===== config.mk =====
export PLATFORM = sky130hd
export DESIGN_NAME = dil_host
export DESIGN_NICKNAME = d
export VERILOG_FILES = /design/src/rtl/dil_pkg.sv /design/src/rtl/dil_gate_timer.sv /design/src/rtl/dil_host.sv
export SDC_FILE = /design/constraint.sdc
export NUM_CORES = 1
export LEC_CHECK = 0
export CAP_MARGIN = 20
export CORE_ASPECT_RATIO = 1.75
export CORE_MARGIN = 1
export CORE_UTILIZATION = 57
export CTS_BUF_LIST = sky130_fd_sc_hd__clkbuf_8
export DETAILED_ROUTE_END_ITERATION = 8
export DONT_BUFFER_PORTS = 1
export GPL_TIMING_DRIVEN = 0
export PLACE_DENSITY = 0.82
export SETUP_SLACK_MARGIN = 0.15
export SLEW_MARGIN = 20
export SYNTH_ARGS = -nofsm -noshare
export SYNTH_HDL_FRONTEND = slang
export SYNTH_HIERARCHICAL = 1
export SYNTH_SLANG_ARGS = --single-unit

===== constraint.sdc =====
create_clock -name clk_i -period 2.62 [get_ports clk_i]
set_input_delay 0.524 -clock clk_i [delete_from_list [all_inputs] [get_ports clk_i]]
set_output_delay 0.524 -clock clk_i [all_outputs]
set_load 0.01 [all_outputs]

===== src/rtl/dil_pkg.sv =====
// package for the converter input latch host controller
package dil_pkg;
	localparam int unsigned CLK_HZ          = 50_000_000;
	localparam int unsigned CLK_PERIOD_PS   = 1_000_000_000 / (CLK_HZ / 1000);
	// pin timing of the converter latch gate, in picoseconds
	localparam int unsigned MIN_GATE_LOW_WIDTH_PS = 60_000;
	localparam int unsigned DATA_TO_GATE_SETUP_PS = 40_000;
	localparam int unsigned DATA_AFTER_GATE_HOLD_PS = 0;
	// least times round up, never below one cycle
	function automatic int unsigned cyc_up(input int unsigned ps);
		int unsigned c;
		c = (ps + CLK_PERIOD_PS - 1) / CLK_PERIOD_PS;
		return (c < 1) ? 1 : c;
	endfunction : cyc_up
	localparam int unsigned GATE_LOW_CYC = cyc_up(MIN_GATE_LOW_WIDTH_PS);
	localparam int unsigned SETUP_CYC    = cyc_up(DATA_TO_GATE_SETUP_PS);
	localparam int unsigned CNT_W        = 8;
	localparam int unsigned CODE_W       = 12;
	localparam int unsigned LOW_W        = 8;
	localparam int unsigned HIGH_W       = 4;
	// code points
	localparam logic [11:0] CODE_POS_MAX   = 12'h000;
	localparam logic [11:0] CODE_ZERO_BIP  = 12'h7FF;
	localparam logic [11:0] CODE_ALL_ONES  = 12'hFFF;
	localparam logic [11:0] OFFSET_FLIP    = 12'h800;
	localparam logic [7:0]  LOW_RESET      = 8'h00;
	localparam logic [11:0] PIN_RESET      = 12'hFFF;
	// bus width modes of the host
	typedef enum logic {DIL_BUS_WIDE, DIL_BUS_NARROW} dil_bus_t;
	typedef enum logic [1:0] {DIL_IDLE, DIL_LOW, DIL_HOLD} dil_state_t;
	// request from user logic
	typedef struct packed {
		logic        valid;
		logic        bipolar;
		logic [11:0] value;
	} dil_req_t;
	// pins toward the converter
	typedef struct packed {
		logic        gate_n;
		logic [11:0] data;
	} dil_pins_t;
endpackage : dil_pkg


===== src/rtl/dil_gate_timer.sv =====
// down counter that paces the latch gate phases
`timescale 1ns/100ps
module dil_gate_timer #(
	parameter int unsigned W = 8
) (
	input  wire logic         clk_i,
	input  wire logic         resetn_i,
	input  wire logic         load_i,
	input  wire logic [W-1:0] count_i,
	output logic              done_o
);
	typedef struct packed {
		logic [W-1:0] cnt;
		logic         done;
	} dil_tmr_t;
	dil_tmr_t s_q, s_d;

	// load then count down, done when reaching zero
	always_comb begin
		s_d = s_q;
		s_d.done = 1'b0;
		if (load_i) begin
			s_d.cnt = count_i;
		end else if (s_q.cnt != '0) begin
			s_d.cnt = s_q.cnt - 1'b1;
			s_d.done = (s_q.cnt == {{(W-1){1'b0}}, 1'b1});
		end
	end

	always_ff @(posedge clk_i or negedge resetn_i) begin
		if (!resetn_i) begin
			s_q <= '0;
		end else begin
			s_q <= s_d;
		end
	end
	assign done_o = s_q.done;
endmodule : dil_gate_timer


===== src/rtl/dil_host.sv =====
// host controller writing codes into the converter input latch
`timescale 1ns/100ps
// Summary of operation
// - gate low 60ns, data valid 40ns before
// - data may change as gate rises
// - wide bus: gate from select and strobe
// - narrow bus: separate intermediate byte register
// - narrow: low byte first, then high nibble
// - high nibble and held byte latch together
module dil_host #(
	parameter dil_pkg::dil_bus_t BUS_MODE = dil_pkg::DIL_BUS_WIDE
) (
	input  wire logic             clk_i,
	input  wire logic             resetn_i,
	input  wire dil_pkg::dil_req_t req_i,
	output logic                  ready_o,
	output logic                  gate_n_o,
	output logic [1:12]           data_o,
	output logic [7:0]            low_byte_o,
	output logic                  low_sel_o,
	output logic                  conv_sel_o,
	output logic                  write_n_o,
	output logic                  done_o
);
	typedef struct packed {
		dil_pkg::dil_state_t st;
		dil_pkg::dil_pins_t  pins;
		logic [7:0]          low_q;
		logic                low_sel;
		logic                conv_sel;
		logic                ready;
		logic                done;
		logic                load;
		logic                narrow_phase;
		logic [11:0]         code;
	} dil_state_s_t;
	dil_state_s_t s_q, s_d;
	logic tmr_done;

	// value to pin code: 0 means top of range, full means bottom
	function automatic logic [11:0] to_code(input logic [11:0] v,
	                                         input logic bip);
		logic [11:0] c;
		c = bip ? (v ^ dil_pkg::OFFSET_FLIP) : v;
		return ~c;
	endfunction : to_code

	dil_gate_timer #(.W(dil_pkg::CNT_W)) u_tmr (
		.clk_i   (clk_i),
		.resetn_i(resetn_i),
		.load_i  (s_q.load),
		.count_i (s_q.st == dil_pkg::DIL_IDLE ?
		          dil_pkg::CNT_W'(dil_pkg::SETUP_CYC) :
		          dil_pkg::CNT_W'(dil_pkg::GATE_LOW_CYC)),
		.done_o  (tmr_done)
	);

	// sequencer: write low byte (narrow), then pulse gate with data
	always_comb begin
		s_d = s_q;
		s_d.load = 1'b0;
		s_d.done = 1'b0;
		case (s_q.st)
			dil_pkg::DIL_IDLE: begin
				if (req_i.valid && s_q.ready) begin
					s_d.ready = 1'b0;
					s_d.code = to_code(req_i.value, req_i.bipolar);
					if (BUS_MODE == dil_pkg::DIL_BUS_NARROW) begin
						// first write goes to the byte register
						s_d.low_q = s_d.code[7:0];
						s_d.low_sel = 1'b1;
						s_d.narrow_phase = 1'b1;
						s_d.load = 1'b1;
					end else begin
						s_d.pins.data = s_d.code;
						s_d.conv_sel = 1'b1;
						s_d.pins.gate_n = 1'b0;
						s_d.st = dil_pkg::DIL_LOW;
						s_d.load = 1'b1;
					end
				end else if (s_q.narrow_phase && tmr_done) begin
					// second write: nibble plus held byte in one gate
					s_d.narrow_phase = 1'b0;
					s_d.low_sel = 1'b0;
					s_d.conv_sel = 1'b1;
					s_d.pins.data = {s_q.code[11:8], s_q.low_q};
					s_d.pins.gate_n = 1'b0;
					s_d.st = dil_pkg::DIL_LOW;
					s_d.load = 1'b1;
				end
			end
			dil_pkg::DIL_LOW: begin
				// data set at gate fall; gate low covers 60ns and 40ns
				if (tmr_done) begin
					s_d.pins.gate_n = 1'b1;
					s_d.conv_sel = 1'b0;
					s_d.st = dil_pkg::DIL_HOLD;
				end
			end
			dil_pkg::DIL_HOLD: begin
				// data left steady one more cycle after gate rises
				s_d.done = 1'b1;
				s_d.ready = 1'b1;
				s_d.st = dil_pkg::DIL_IDLE;
			end
			default: begin
				s_d.st = dil_pkg::DIL_IDLE;
			end
		endcase
	end

	always_ff @(posedge clk_i or negedge resetn_i) begin
		if (!resetn_i) begin
			s_q <= '{st: dil_pkg::DIL_IDLE,
			         pins: '{gate_n: 1'b1, data: dil_pkg::PIN_RESET},
			         low_q: dil_pkg::LOW_RESET, low_sel: 1'b0,
			         conv_sel: 1'b0, ready: 1'b1, done: 1'b0,
			         load: 1'b0, narrow_phase: 1'b0,
			         code: dil_pkg::PIN_RESET};
		end else begin
			s_q <= s_d;
		end
	end

	// outputs straight from state flops
	assign ready_o    = s_q.ready;
	assign gate_n_o   = s_q.pins.gate_n;
	assign data_o     = s_q.pins.data;
	assign low_byte_o = s_q.low_q;
	assign low_sel_o  = s_q.low_sel;
	assign conv_sel_o = s_q.conv_sel;
	assign write_n_o  = s_q.pins.gate_n;
	assign done_o     = s_q.done;
endmodule : dil_host


Word level (Yosys, flattened, before mapping)
Index checks and enable logic that the tools add are counted.
Cells by class
  $add $sub $neg: 1
  equal/unequal tests: 5
  bitwise logic cells: 2
  reductions and logical operators: 10
  multiplexer cells: 18
Operators by type and width (number)
  2-to-1 mux 12 bit: 2
  2-to-1 mux 15 bit: 1
  2-to-1 mux 14 bit: 1
  inverter 12 bit: 1
  2-to-1 mux 9 bit: 1
  equality test 8 x 1 -> 1 bit, second input constant: 1
  2-to-1 mux 8 bit: 1
  nonzero test 8 bit: 1
  subtractor 8 x 1 -> 8 bit, second input constant: 1
  2-to-1 mux 1 bit: 7
  one-hot mux 1 bit (2 select lines): 3
  AND reduction 2 bit: 3
  nonzero test 2 bit: 3
  inequality test 2 x 1 -> 1 bit, second input constant: 2
  one-hot mux 2 bit (2 select lines): 1
  2-to-1 mux 3 bit: 1
  AND reduction 3 bit: 1
  equality test 2 x 1 -> 1 bit, second input constant: 1
  equality test 2 bit, second input constant: 1
  zero test 2 bit: 1
  logical AND 1 bit: 1
  inverter 1 bit: 1
Word-level totals
  flip-flop bits (word level): 40
  output and inout bits: 26

Longest topological paths before layout
Gate-level depths: netlist (run 1).
  word-level depth: 5
  mapped depth: 6

By module
Netlist (run 1), hierarchy kept.
Modules (own cells, without submodules)
  dil_host: area each 947.2 um^2, cells each 80, sequential area each 493.0 um^2, times used 1
  dil_gate_timer: area each 546.8 um^2, cells each 59, sequential area each 225.2 um^2, times used 1

Worst setup path before layout (run 1)
No wires, ideal clock.
  kind: register to register
  start point: reg u_tmr/s_q[1] in the netlist's numbering
  end point: reg u_tmr/s_q[7] in the netlist's numbering
  slack: 0.808 ns
  stages on the path, launching flop included: 7
  arrival: 1.686 ns
  library setup time: 0.126 ns
  clock period less this slack: 1.812 ns
  cells stage by stage: dfrtp_1 > inv_1 > ha_1 > or3b_1 > buf_2 > o311a_1 > a221o_1
Between the ends
  cells in the longest elaborated chain, start to end: 3
  elaborated cells between the ends (all ways): 5
Ends and longest elaborated chain
  start: declaration: RTL line dil_gate_timer.sv:16  | dil_tmr_t s_q, s_d;
  start signal: assignment: RTL line dil_gate_timer.sv:32  | s_q <= '0;
  start signal: assignment: RTL line dil_gate_timer.sv:34  | s_q <= s_d;
  subtractor 8 x 1 -> 8 bit: RTL line dil_gate_timer.sv:25  | s_d.cnt = s_q.cnt - 1'b1;
  2-to-1 mux 9 bit: RTL line dil_gate_timer.sv:24  | end else if (s_q.cnt != '0) begin
  2-to-1 mux 8 bit: RTL line dil_gate_timer.sv:22  | if (load_i) begin
Parallel ways exist; a longest one is shown, timed or not. The select of a mux whose other input is x is not followed.
A chain may end at the register's enable or synchronous reset.

Worst setup path after layout (run 1)
Same ends and word-level chain as after synthesis.

==> results by group, run 1 <==
Pwr
  • Int Power: 0.00118 W
  • Max VDD drop: 0.000485 V
  • Clock power share: 14.2%
  • PD cells: 1080 nW/um^2
  • Psw: 0.000606 W
  • Switching part of the total: 34.0%
  • Pleak: 0.915 nW
  • Combinational share of power: between 30 and 40%
  • Sequential share of power: a little under half

Clock network
  • Root Buffer Master: clkbuf_8
  • Latest clock arrival within the worst-skew pair: 260 ps
  • Reg clk slew, reported paths: approximately 90 ps
  • CTS tree: done
  • Resize count post-CTS: 0
  • CTS Buf Count: 3
  • H-tree Lvls: 1
  • Clock sink count: 28
  • Maximum clock path buffer count: 2

Finish
  • Final net count: 177
  • Fill cells: ~190
  • Layout cell share with drive strength beyond 1: 31.6%
  • Finished Layout Cells: 184
  • Area delta synth->final: 10.1%
  • Cell area after layout: 1640 sq um
  • # diodes: 0

Global route
  • Busiest grt layer: met2
  • Initial antenna violation count: 0
  • Met1 usage: 19.0%
  • GRT overflow: 0
  • First-pass GRT wire length: just under 4000 microns
  • M2 GR Usage: a little over a third
  • Largest net degree at the start of global routing: 16
  • All-layer global routing usage: roughly a fifth
  • Vias in the first global route: between 900 and 1000
  • Grt met3 use: under 10%

Job
  • Max Cap Viol: 0

Yosys
  • EDFF count, synth: 0
  • YS warnings: 6
  • FFs w/ async S/R, synth: 100%
  • Post-synth top area share: about 25%
  • Synth top area cells: dfstp_2, dfrtp_1, buf_4
  • Seq/Total Area, Yosys: slightly below 50%
  • Mapped Cells: 139
  • Avg Cell Area, Syn: approximately 11 sq um
  • Synth Register Bits: 28
  • Cell Area, Synth: 1490 sq um
  • Yosys top cell by area: dfstp_2
  • Top FF cell, synth: dfstp_2
  • Post-synthesis cell type count: 45

Place
  • Inst Count DP: around 180
  • Post-DP HPWL: 1790 microns
  • Area post-placement: around 1600 sq um
  • Port bufs: 0
  • DP Worst Slack: 667 ps
  • Routability cong.: 0.884

STA
  • F_max: between 400 and 500 MHz
  • Post-route worst setup slack: 614 ps
  • Total negative slack: 0 ps
  • Final Hold Fails: 0
  • Clk_skew: about 6.3 ps
  • Slew at the pin with the worst max-slew slack: ~620 ps
  • Slew headroom: 58.4%
  • Worst hold slack: 88.1 ps
  • Share of the clock period used by the worst path: between 70% and 80%
  • Final slew viol count: 0
  • Setup violations, final: 0
  • RSZ-0062 raised after global routing: false
  • Post-layout min period: approximately 2000 ps

Setup path
  • CP required: 2770 ps
  • Crit path DAT: 2150 ps
  • CP Class: flop to flop
  • Worst setup EP type: flop
  • Critical path launch point type: flop
  • Worst-path fanout max: 9

Floorplanning
  • Die Wd: 40.7 microns
  • Die H: 69.7 microns
  • Io pins: 42
  • Initial core utilization: 59.9%
  • Core outline area: 2490 sq um
  • Die ar.: 2840 sq um
  • Row cnt: 24

Detailed routing
  • Total Wirelength: 2430 microns
  • Routed vias: 943
  • Wire length per cell: 13.2 microns
  • TritonRoute pass-1 iters: 4
  • Post-DR vias/cell: 5.13
  • Starting DRT DRC Count: 18
  • DRC: 0
  • Post-DRT Antenna Nets: 0

Min path
  • Worst hold-check path type: input pin to asynchronous set/reset pin

Run status
  • Status: finished, final reports clean
registers in the layout, summed over array words and instances, names as in the netlist:
| signal | flops |
|---|---|
| u_tmr/s_q | 8 |
| gate_n_o | 1 |
| s_q | 15 |
| conv_sel_o | 1 |
| done_o | 1 |
| ready_o | 1 |
| u_tmr/done_o | 1 |
cell families after synthesis:
family	Yosys count	share of synthesized area, %
buffers and inverters	46	18.8
DFF	28	48.1
and+or+nand+nor	25	11.4
AOI/OAI and AO/OA	22	10.3
muxes	12	8.12
adders and majority gates	2	1.67
other	2	0.503
xor gates and xnor gates	2	1.17
worst max-delay path: stages, from the launching register on:
cell     delay [ps]
dfrtp_1         450
inv_1           100
ha_1            230
or3b_1          350
buf_2           180
o311a_1         310
a221o_1         270
layer usage:
layer,vias to the layer above,wire length [microns]
li1,469,-
met1,442,883
met2,28,1400
met3,4,111
met4,0,38
met5,-,0
path summary, 6_finish.rpt:
| check | depth (start not counted) | slack [ps] | startpoint | end |
|---|---|---|---|---|
| hold / removal | 0 | 90 | resetn_i | ready_o |
| hold reg to reg | 1 | 470 | u_tmr/done_o | s_q[39] |
| max in group asynchronous | 1 | 1510 | resetn_i | conv_sel_o |
| setup / recovery | 6 | 610 | u_tmr/s_q[1] | u_tmr/s_q[7] |
| setup reg to reg | 6 | 610 | u_tmr/s_q[1] | u_tmr/s_q[7] |
| min in group clk_i | 1 | 300 | req_i[4] | s_q[4] |
power by group through the flow:
stage / Sequential (W) / Combinational [W] / Clock, W
floorplan: 0.000822 / 0.000585 / 0
detailed placement: 0.000861 / 0.000673 / 0
finish: 0.000855 / 0.000674 / 0.000253
global placement: 0.000849 / 0.000638 / 0
CTS: 0.000854 / 0.000683 / 0.000265
global route: 0.000886 / 0.000764 / 0.000280
synth_stat cells, types with 2 or more instances:
master and instances:
buf_4 22, inv_1 18, dfrtp_1 14, dfstp_2 14, mux2i_1 11, o21ai_0 6, nor3_1 4, a21oi_1 3
clkbuf_1 3, nand2_1 3, a21o_2 2, and4_1 2, conb_1 2, ha_1 2, nor3b_1 2, nor4_1 2
metrics by stage:
stage	total power, W	util, %
final	0.00178	66.0
after global routing	0.00193	66.0
after CTS	0.00180	66.0
after detailed placement	0.00153	63.4
after global placement	0.00149	63.4
after floorplan	0.00141	-
placed cells by master (no fill, tap or decap), drive strengths merged, types with 4 or more instances in the layout:
cell type and n:
buf 25, clkbuf 7, mux2i 11, conb 16
nor3 4, o21ai 6, inv 18, dfstp 14
dfrtp 14
final cells by class:
class	count	area [sq um]	area share [%]
buffer	28	213	12.9
clock buffer	4	55.1	3.35
inverter	18	67.6	4.11
sequential	28	718	43.7
multi-input combinational	79	548	33.3
tap	26	32.5	1.98
timing repair buffer	1	10.0	0.609
timing repair:
action	in CTS	in global routing
buffers inserted	0	0
hold buffers	1	0
endpoints found under the hold margin	14	0
Note: power is estimated with default switching activity, not from simulation.
==> inputs of run 2 (changes only) <==
- PLACE_DENSITY: 0.82 -> 0.85
- clock period: 2.62 -> 1.75 ns (I/O delays scaled with it)
==> run 2 against run 1 <==
Effect of this change:
- critical endpoint unchanged
- critical path type unchanged
- largest cell class unchanged
- the flow now finishes with violations (negative setup slack)
- total power is 84% higher
- wire length rose by 35%
- combinational power rose by 120%
- sequential cell count is the same
- worst setup slack worse by 660 ps
- largest power group is now combinational cells
- via count increased by 16%
==> results by group, run 2 (synthesis gave the netlist of run 1 again) <==
Run status
  • Status: complete, but fails checks
  • Violated checks: negative setup slack

Pwr
  • Max VDD drop: 0.000993 V (+100%)
  • PnR Total Power: 0.00328 W (+84%)
  • PD cells: 1760 nW/um^2 (+62%)
  • Pleak: 1.02 nW (+11%)

Job
  • Max Cap Viol: 0 (unchanged)

Setup path
  • CP required: 1910 ps (-860 ps)
  • Worst setup EP type: flop
  • Worst-path fanout max: 4 (-5)
  • Crit path DAT: 1960 ps (-190 ps)
  • Critical path launch point type: flop
  • CP Class: flop to flop

Place
  • Area post-placement: 1580 sq um (+0.16%)
  • Inst Count DP: 179 (unchanged)
  • Port bufs: 0 (unchanged)
  • Post-DP HPWL: 2000 microns (+11%)
  • Routability cong.: 0.827 (-6.5%)
  • DP Worst Slack: -187 ps (-853 ps)

Finish
  • Fill cells: 158 (-17%)
  • Area delta synth->final: 25.2%
  • Finished Layout Cells: 197 (+7.1%)
  • Biggest regs: s_q (15), u_tmr/s_q (8)
  • Most flop-heavy register: s_q
  • Layout Utilization: 75.1% (+9.1 points)
  • Multi-input gate area: 631 sq um (+15%)
  • Cell area after layout: 1870 sq um (+14%)
  • Reg area: 719 sq um (+0.17%)
  • Final net count: 190 (+7.3%)
  • Number of flip-flops under the largest register name: 15 (unchanged)
  • Layout cell share with drive strength beyond 1: 46.2% (+15 points)
  • # diodes: 0 (unchanged)
  • Commonest non-fill, non-tap cells in the layout: buf_4, inv_1, conb_1
  • Most common cell after layout, fill and taps aside: buf_4

STA
  • Post-layout min period: 1790 ps (-212 ps)
  • Final Hold Fails: 0 (unchanged)
  • RSZ-0062 raised after global routing: true
  • F_max: 557 MHz (+12%)
  • Post-route worst setup slack: -44.7 ps (-658 ps)
  • Share of the clock period used by the worst path: 103% (+26 points)
  • Slew headroom: 65.8% (+7.5 points)
  • Clk_skew: 4.03 ps (-2.30 ps)
  • Slew at the pin with the worst max-slew slack: 513 ps (-110 ps)
  • Final slew viol count: 0 (unchanged)
  • Setup violations, final: 2 (+2)

Global route
  • Largest net degree at the start of global routing: 29 (+13)
  • Vias in the first global route: 1100 (+15%)
  • First-pass GRT wire length: 4930 microns (+24%)
  • Initial antenna violation count: 0 (unchanged)
  • All-layer global routing usage: 24.7% (+4.9 points)
  • GRT overflow: 0 (unchanged)

Detailed routing
  • Total Wirelength: 3290 microns (+35%)
  • Post-DRT Antenna Nets: 0 (unchanged)
  • Starting DRT DRC Count: 41 (+23)
  • Post-DR vias/cell: 5.55 (+8.3%)
  • DRC: 0 (unchanged)
  • TritonRoute pass-1 iters: 4 (unchanged)
  • Routed vias: 1093 (+16%)
  • Wire length per cell: 16.7 microns (+27%)

Min path
  • Worst hold-check path type: input pin to flop

Floorplanning
  • Die ar.: 2840 sq um (unchanged)
  • Die Wd: 40.7 microns (unchanged)
  • Core outline area: 2490 sq um (unchanged)
  • Die H: 69.7 microns (unchanged)
  • Initial core utilization: 59.9% (unchanged)
  • Row cnt: 24 (unchanged)
  • Io pins: 42 (unchanged)

Clock network
  • Reg clk slew, reported paths: 90 ps (about the same)
  • Root Buffer Master: clkbuf_8
  • Maximum clock path buffer count: 2 (unchanged)
  • Clock sink count: 28 (unchanged)
  • H-tree Lvls: 1 (unchanged)
  • CTS Buf Count: 3 (unchanged)
  • Latest clock arrival within the worst-skew pair: 270 ps (about the same)
  • CTS tree: done
[run 2: what timing repair did]
| item | 4_1_cts | 5_1_grt |
|---|---|---|
| setup buffers | 7 | 5 |
| hold buffers | 2 | 0 |
| pin swaps | 1 | 5 |
| gates resized for setup | 12 | 18 |
| endpoints found under the hold margin | 28 | 0 |
| setup endpoints to repair | 8 | 8 |
[run 2: stage by stage]
step / hold slack, ps / setup TNS [ps]
floorplan: 54.4 / -52.1
global placement: 54.9 / -117
detailed placement: 55.0 / -225
CTS: 117 / -13.0
global route: 104 / -333
finish: 121 / -53.6
[run 2: routing by layer]
metal	track usage [%]	wire, microns
met1	27.8	1220
met2	40.0	1870
met3	4.49	128
met4	14.1	74
met5	0	0
[run 2: cell type report]
class	count	area share [%]
clock buffer	3	2.21
sequential	28	38.5
tap	26	1.74
inverter	18	3.61
clock inverter	1	1.61
multi-input combinational	79	33.7
timing repair buffer	14	6.82
buffer	28	11.8
[run 2: power by group]
group | internal (W) | total (W) | leakage [nW] | switching (W)
Clock | 0.000306 | 0.000500 | 0.0357 | 0.000194
Sequential | 0.00103 | 0.00132 | 0.321 | 0.000285
Combinational | 0.000773 | 0.00146 | 0.664 | 0.000691
Total | 0.00211 | 0.00328 | 1.02 | 0.00117
[run 2: critical path, cell delays in order, from the launching register on]
cell     delay [ps]
dfrtp_1         420
inv_2            90
ha_4            130
or3b_4          380
buf_6           130
o311a_1         280
a221o_1         260
[run 2: path summary, 6_finish.rpt]
check                             start      endpoint  slack [ps]  cells past startpoint
setup reg to reg           u_tmr/s_q[1]  u_tmr/s_q[7]         -40                      6
max in group asynchronous      resetn_i        s_q[6]        1000                      2
hold reg to reg                  s_q[2]        s_q[2]         480                      2
setup / recovery           u_tmr/s_q[1]  u_tmr/s_q[7]         -40                      6
min in group asynchronous      resetn_i    conv_sel_o         530                      2
hold / removal                 req_i[1]        s_q[1]         120                      1
==> inputs of run 3 (changes only) <==
- MAX_ROUTING_LAYER: unset -> met4
==> run 3 against run 2 <==
Effect of this change:
- the flow still finishes with violations (negative setup slack)
- first-iteration DRC count down 20%
- combinational power about the same
- sequential power about the same
- largest cell class unchanged
- global-route usage up 0.61 points
- final cell count unchanged
- via count down 1.9%
- wire length up 0.27%
==> results by group, run 3 (synthesis gave the netlist of run 1 again) <==
Detailed routing
  • Starting DRT DRC Count: 33 (-20%)
  • TritonRoute pass-1 iters: 4 (unchanged)
  • DRC: 0 (unchanged)
  • Post-DRT Antenna Nets: 0 (unchanged)
  • Routed vias: 1072 (-1.9%)
  • Post-DR vias/cell: 5.44 (-1.9%)
  • Total Wirelength: 3300 microns (+0.27%)
  • Wire length per cell: 16.7 microns (+0.27%)

Floorplanning
  • Die ar.: 2840 sq um (unchanged)
  • Io pins: 42 (unchanged)
  • Initial core utilization: 59.9% (unchanged)
  • Die Wd: 40.7 microns (unchanged)
  • Row cnt: 24 (unchanged)
  • Die H: 69.7 microns (unchanged)
  • Core outline area: 2490 sq um (unchanged)

Finish
  • Most flop-heavy register: s_q
  • Reg area: 719 sq um (unchanged)
  • Area delta synth->final: 25.2% (unchanged)
  • Biggest regs: s_q (15), u_tmr/s_q (8)
  • Multi-input gate area: 631 sq um (unchanged)
  • Final net count: 190 (unchanged)
  • Most common cell after layout, fill and taps aside: buf_4
  • Commonest non-fill, non-tap cells in the layout: buf_4, inv_1, conb_1
  • # diodes: 0 (unchanged)
  • Number of flip-flops under the largest register name: 15 (unchanged)
  • Fill cells: 158 (unchanged)
  • Layout cell share with drive strength beyond 1: 46.2% (unchanged)

Global route
  • Initial antenna violation count: 0 (unchanged)
  • GRT overflow: 0 (unchanged)
  • All-layer global routing usage: 25.3% (+0.61 points)
  • Largest net degree at the start of global routing: 29 (unchanged)
  • Vias in the first global route: 1100 (unchanged)
  • First-pass GRT wire length: 4930 microns (unchanged)

Pwr
  • Max VDD drop: 0.000989 V (-0.41%)
  • PnR Total Power: 0.00329 W (+0.29%)
  • Pleak: 1.02 nW (unchanged)
  • PD cells: 1760 nW/um^2 (+0.29%)

Clock network
  • CTS tree: done
  • Latest clock arrival within the worst-skew pair: 270 ps (about the same)
  • Reg clk slew, reported paths: 90 ps (about the same)
  • H-tree Lvls: 1 (unchanged)
  • Root Buffer Master: clkbuf_8
  • Maximum clock path buffer count: 2 (unchanged)
  • CTS Buf Count: 3 (unchanged)
  • Clock sink count: 28 (unchanged)

Place
  • Port bufs: 0 (unchanged)
  • Routability cong.: 0.839 (+1.5%)
  • Post-DP HPWL: 2000 microns (unchanged)

Setup path
  • Crit path from: u_tmr/s_q[1]
  • Reg-to-reg startpoint: u_tmr/s_q[1]
  • Crit path DAT: 1960 ps (about the same)
  • CP Class: flop to flop
  • Critical path launch point type: flop
  • Worst-path fanout max: 4 (unchanged)
  • Worst setup EP type: flop
  • CP required: 1910 ps (about the same)

Job
  • Max Cap Viol: 0 (unchanged)

STA
  • F_max: 556 MHz (-0.28%)
  • Setup violations, final: 2 (unchanged)
  • Slew headroom: 65.4% (-0.42 points)
  • Final Hold Fails: 0 (unchanged)
  • Post-route worst setup slack: -49.8 ps (-5.10 ps)
  • Post-layout min period: 1800 ps (+5.10 ps)
  • Final slew viol count: 0 (unchanged)
  • Share of the clock period used by the worst path: 103% (+0.29 points)
  • Clk_skew: 1.81 ps (-2.22 ps)
  • RSZ-0062 raised after global routing: true
  • Slew at the pin with the worst max-slew slack: 519 ps (+6.25 ps)
  • Worst hold slack: 123 ps (+1.40 ps)

Run status
  • Status: complete, but fails checks
  • Violated checks: negative setup slack

Min path
  • Hold_sp: req_i[1]
  • Worst hold-check path type: input pin to flop
[run 3: cell counts in the layout (fill, tap and decap cells not counted)]
Identical to the previous run, type by type.
[run 3: per-stage QoR]
step | utilization, % | setup TNS [ps] | std cells | setup slack (ps) | instance area, sq um
after floorplan | - | -52.1 | 153 | -52.1 | 1550
after global placement | 63.5 | -117 | 179 | -117 | 1580
after detailed placement | 63.5 | -225 | 179 | -187 | 1580
after CTS | 71.2 | -13.0 | 192 | -13.0 | 1770
after global routing | 75.1 | -308 | 197 | -94.0 | 1870
final | 75.1 | -64.4 | 197 | -49.8 | 1870
[run 3: worst max-delay path: stages, from the launching register on]
cell and delay (ps):
dfrtp_1 420, inv_2 90, ha_4 130, or3b_4 380, buf_6 130, o311a_1 280
a221o_1 260
[run 3: area by class of cell]
cell class                      count  area share, %
Clock buffer                        3           2.21
Sequential cell                    28           38.5
Tap cell                           26           1.74
Buffer                             28           11.8
Timing Repair Buffer               14           6.82
Multi-Input combinational cell     79           33.7
Clock inverter                      1           1.61
Inverter                           18           3.61
[run 3: timing repair]
item / CTS / global route
endpoints found under the setup margin: 8 / 8
buffers inserted: 7 / 5
gates resized for setup: 12 / 18
pin swaps: 1 / 5
endpoints found under the hold margin: 28 / 0
cloned: 0 / 0
hold buffers: 2 / 0
[run 3: worst paths after layout]
kind | endpoint | depth (start not counted) | slack (ps)
max in group asynchronous | s_q[7] | 2 | 1000
hold / removal | s_q[1] | 1 | 120
setup reg to reg | u_tmr/s_q[7] | 6 | -50
hold reg to reg | s_q[2] | 2 | 480
min in group asynchronous | s_q[39] | 2 | 530
setup / recovery | u_tmr/s_q[7] | 6 | -50
[run 3: metal layers]
metal | track usage (%) | vias up | wire length [microns]
li1 | - | 494 | -
met1 | 27.5 | 539 | 1280
met2 | 40.2 | 33 | 1870
met3 | 4.49 | 6 | 94
met4 | 14.1 | 0 | 54
met5 | - | - | 0
[run 3: power by group]
| part | internal [W] | total, W | switching [W] |
|---|---|---|---|
| registers | 0.00103 | 0.00132 | 0.000284 |
| logic | 0.000775 | 0.00148 | 0.000700 |
| clock network | 0.000306 | 0.000500 | 0.000194 |
| total | 0.00211 | 0.00329 | 0.00118 |
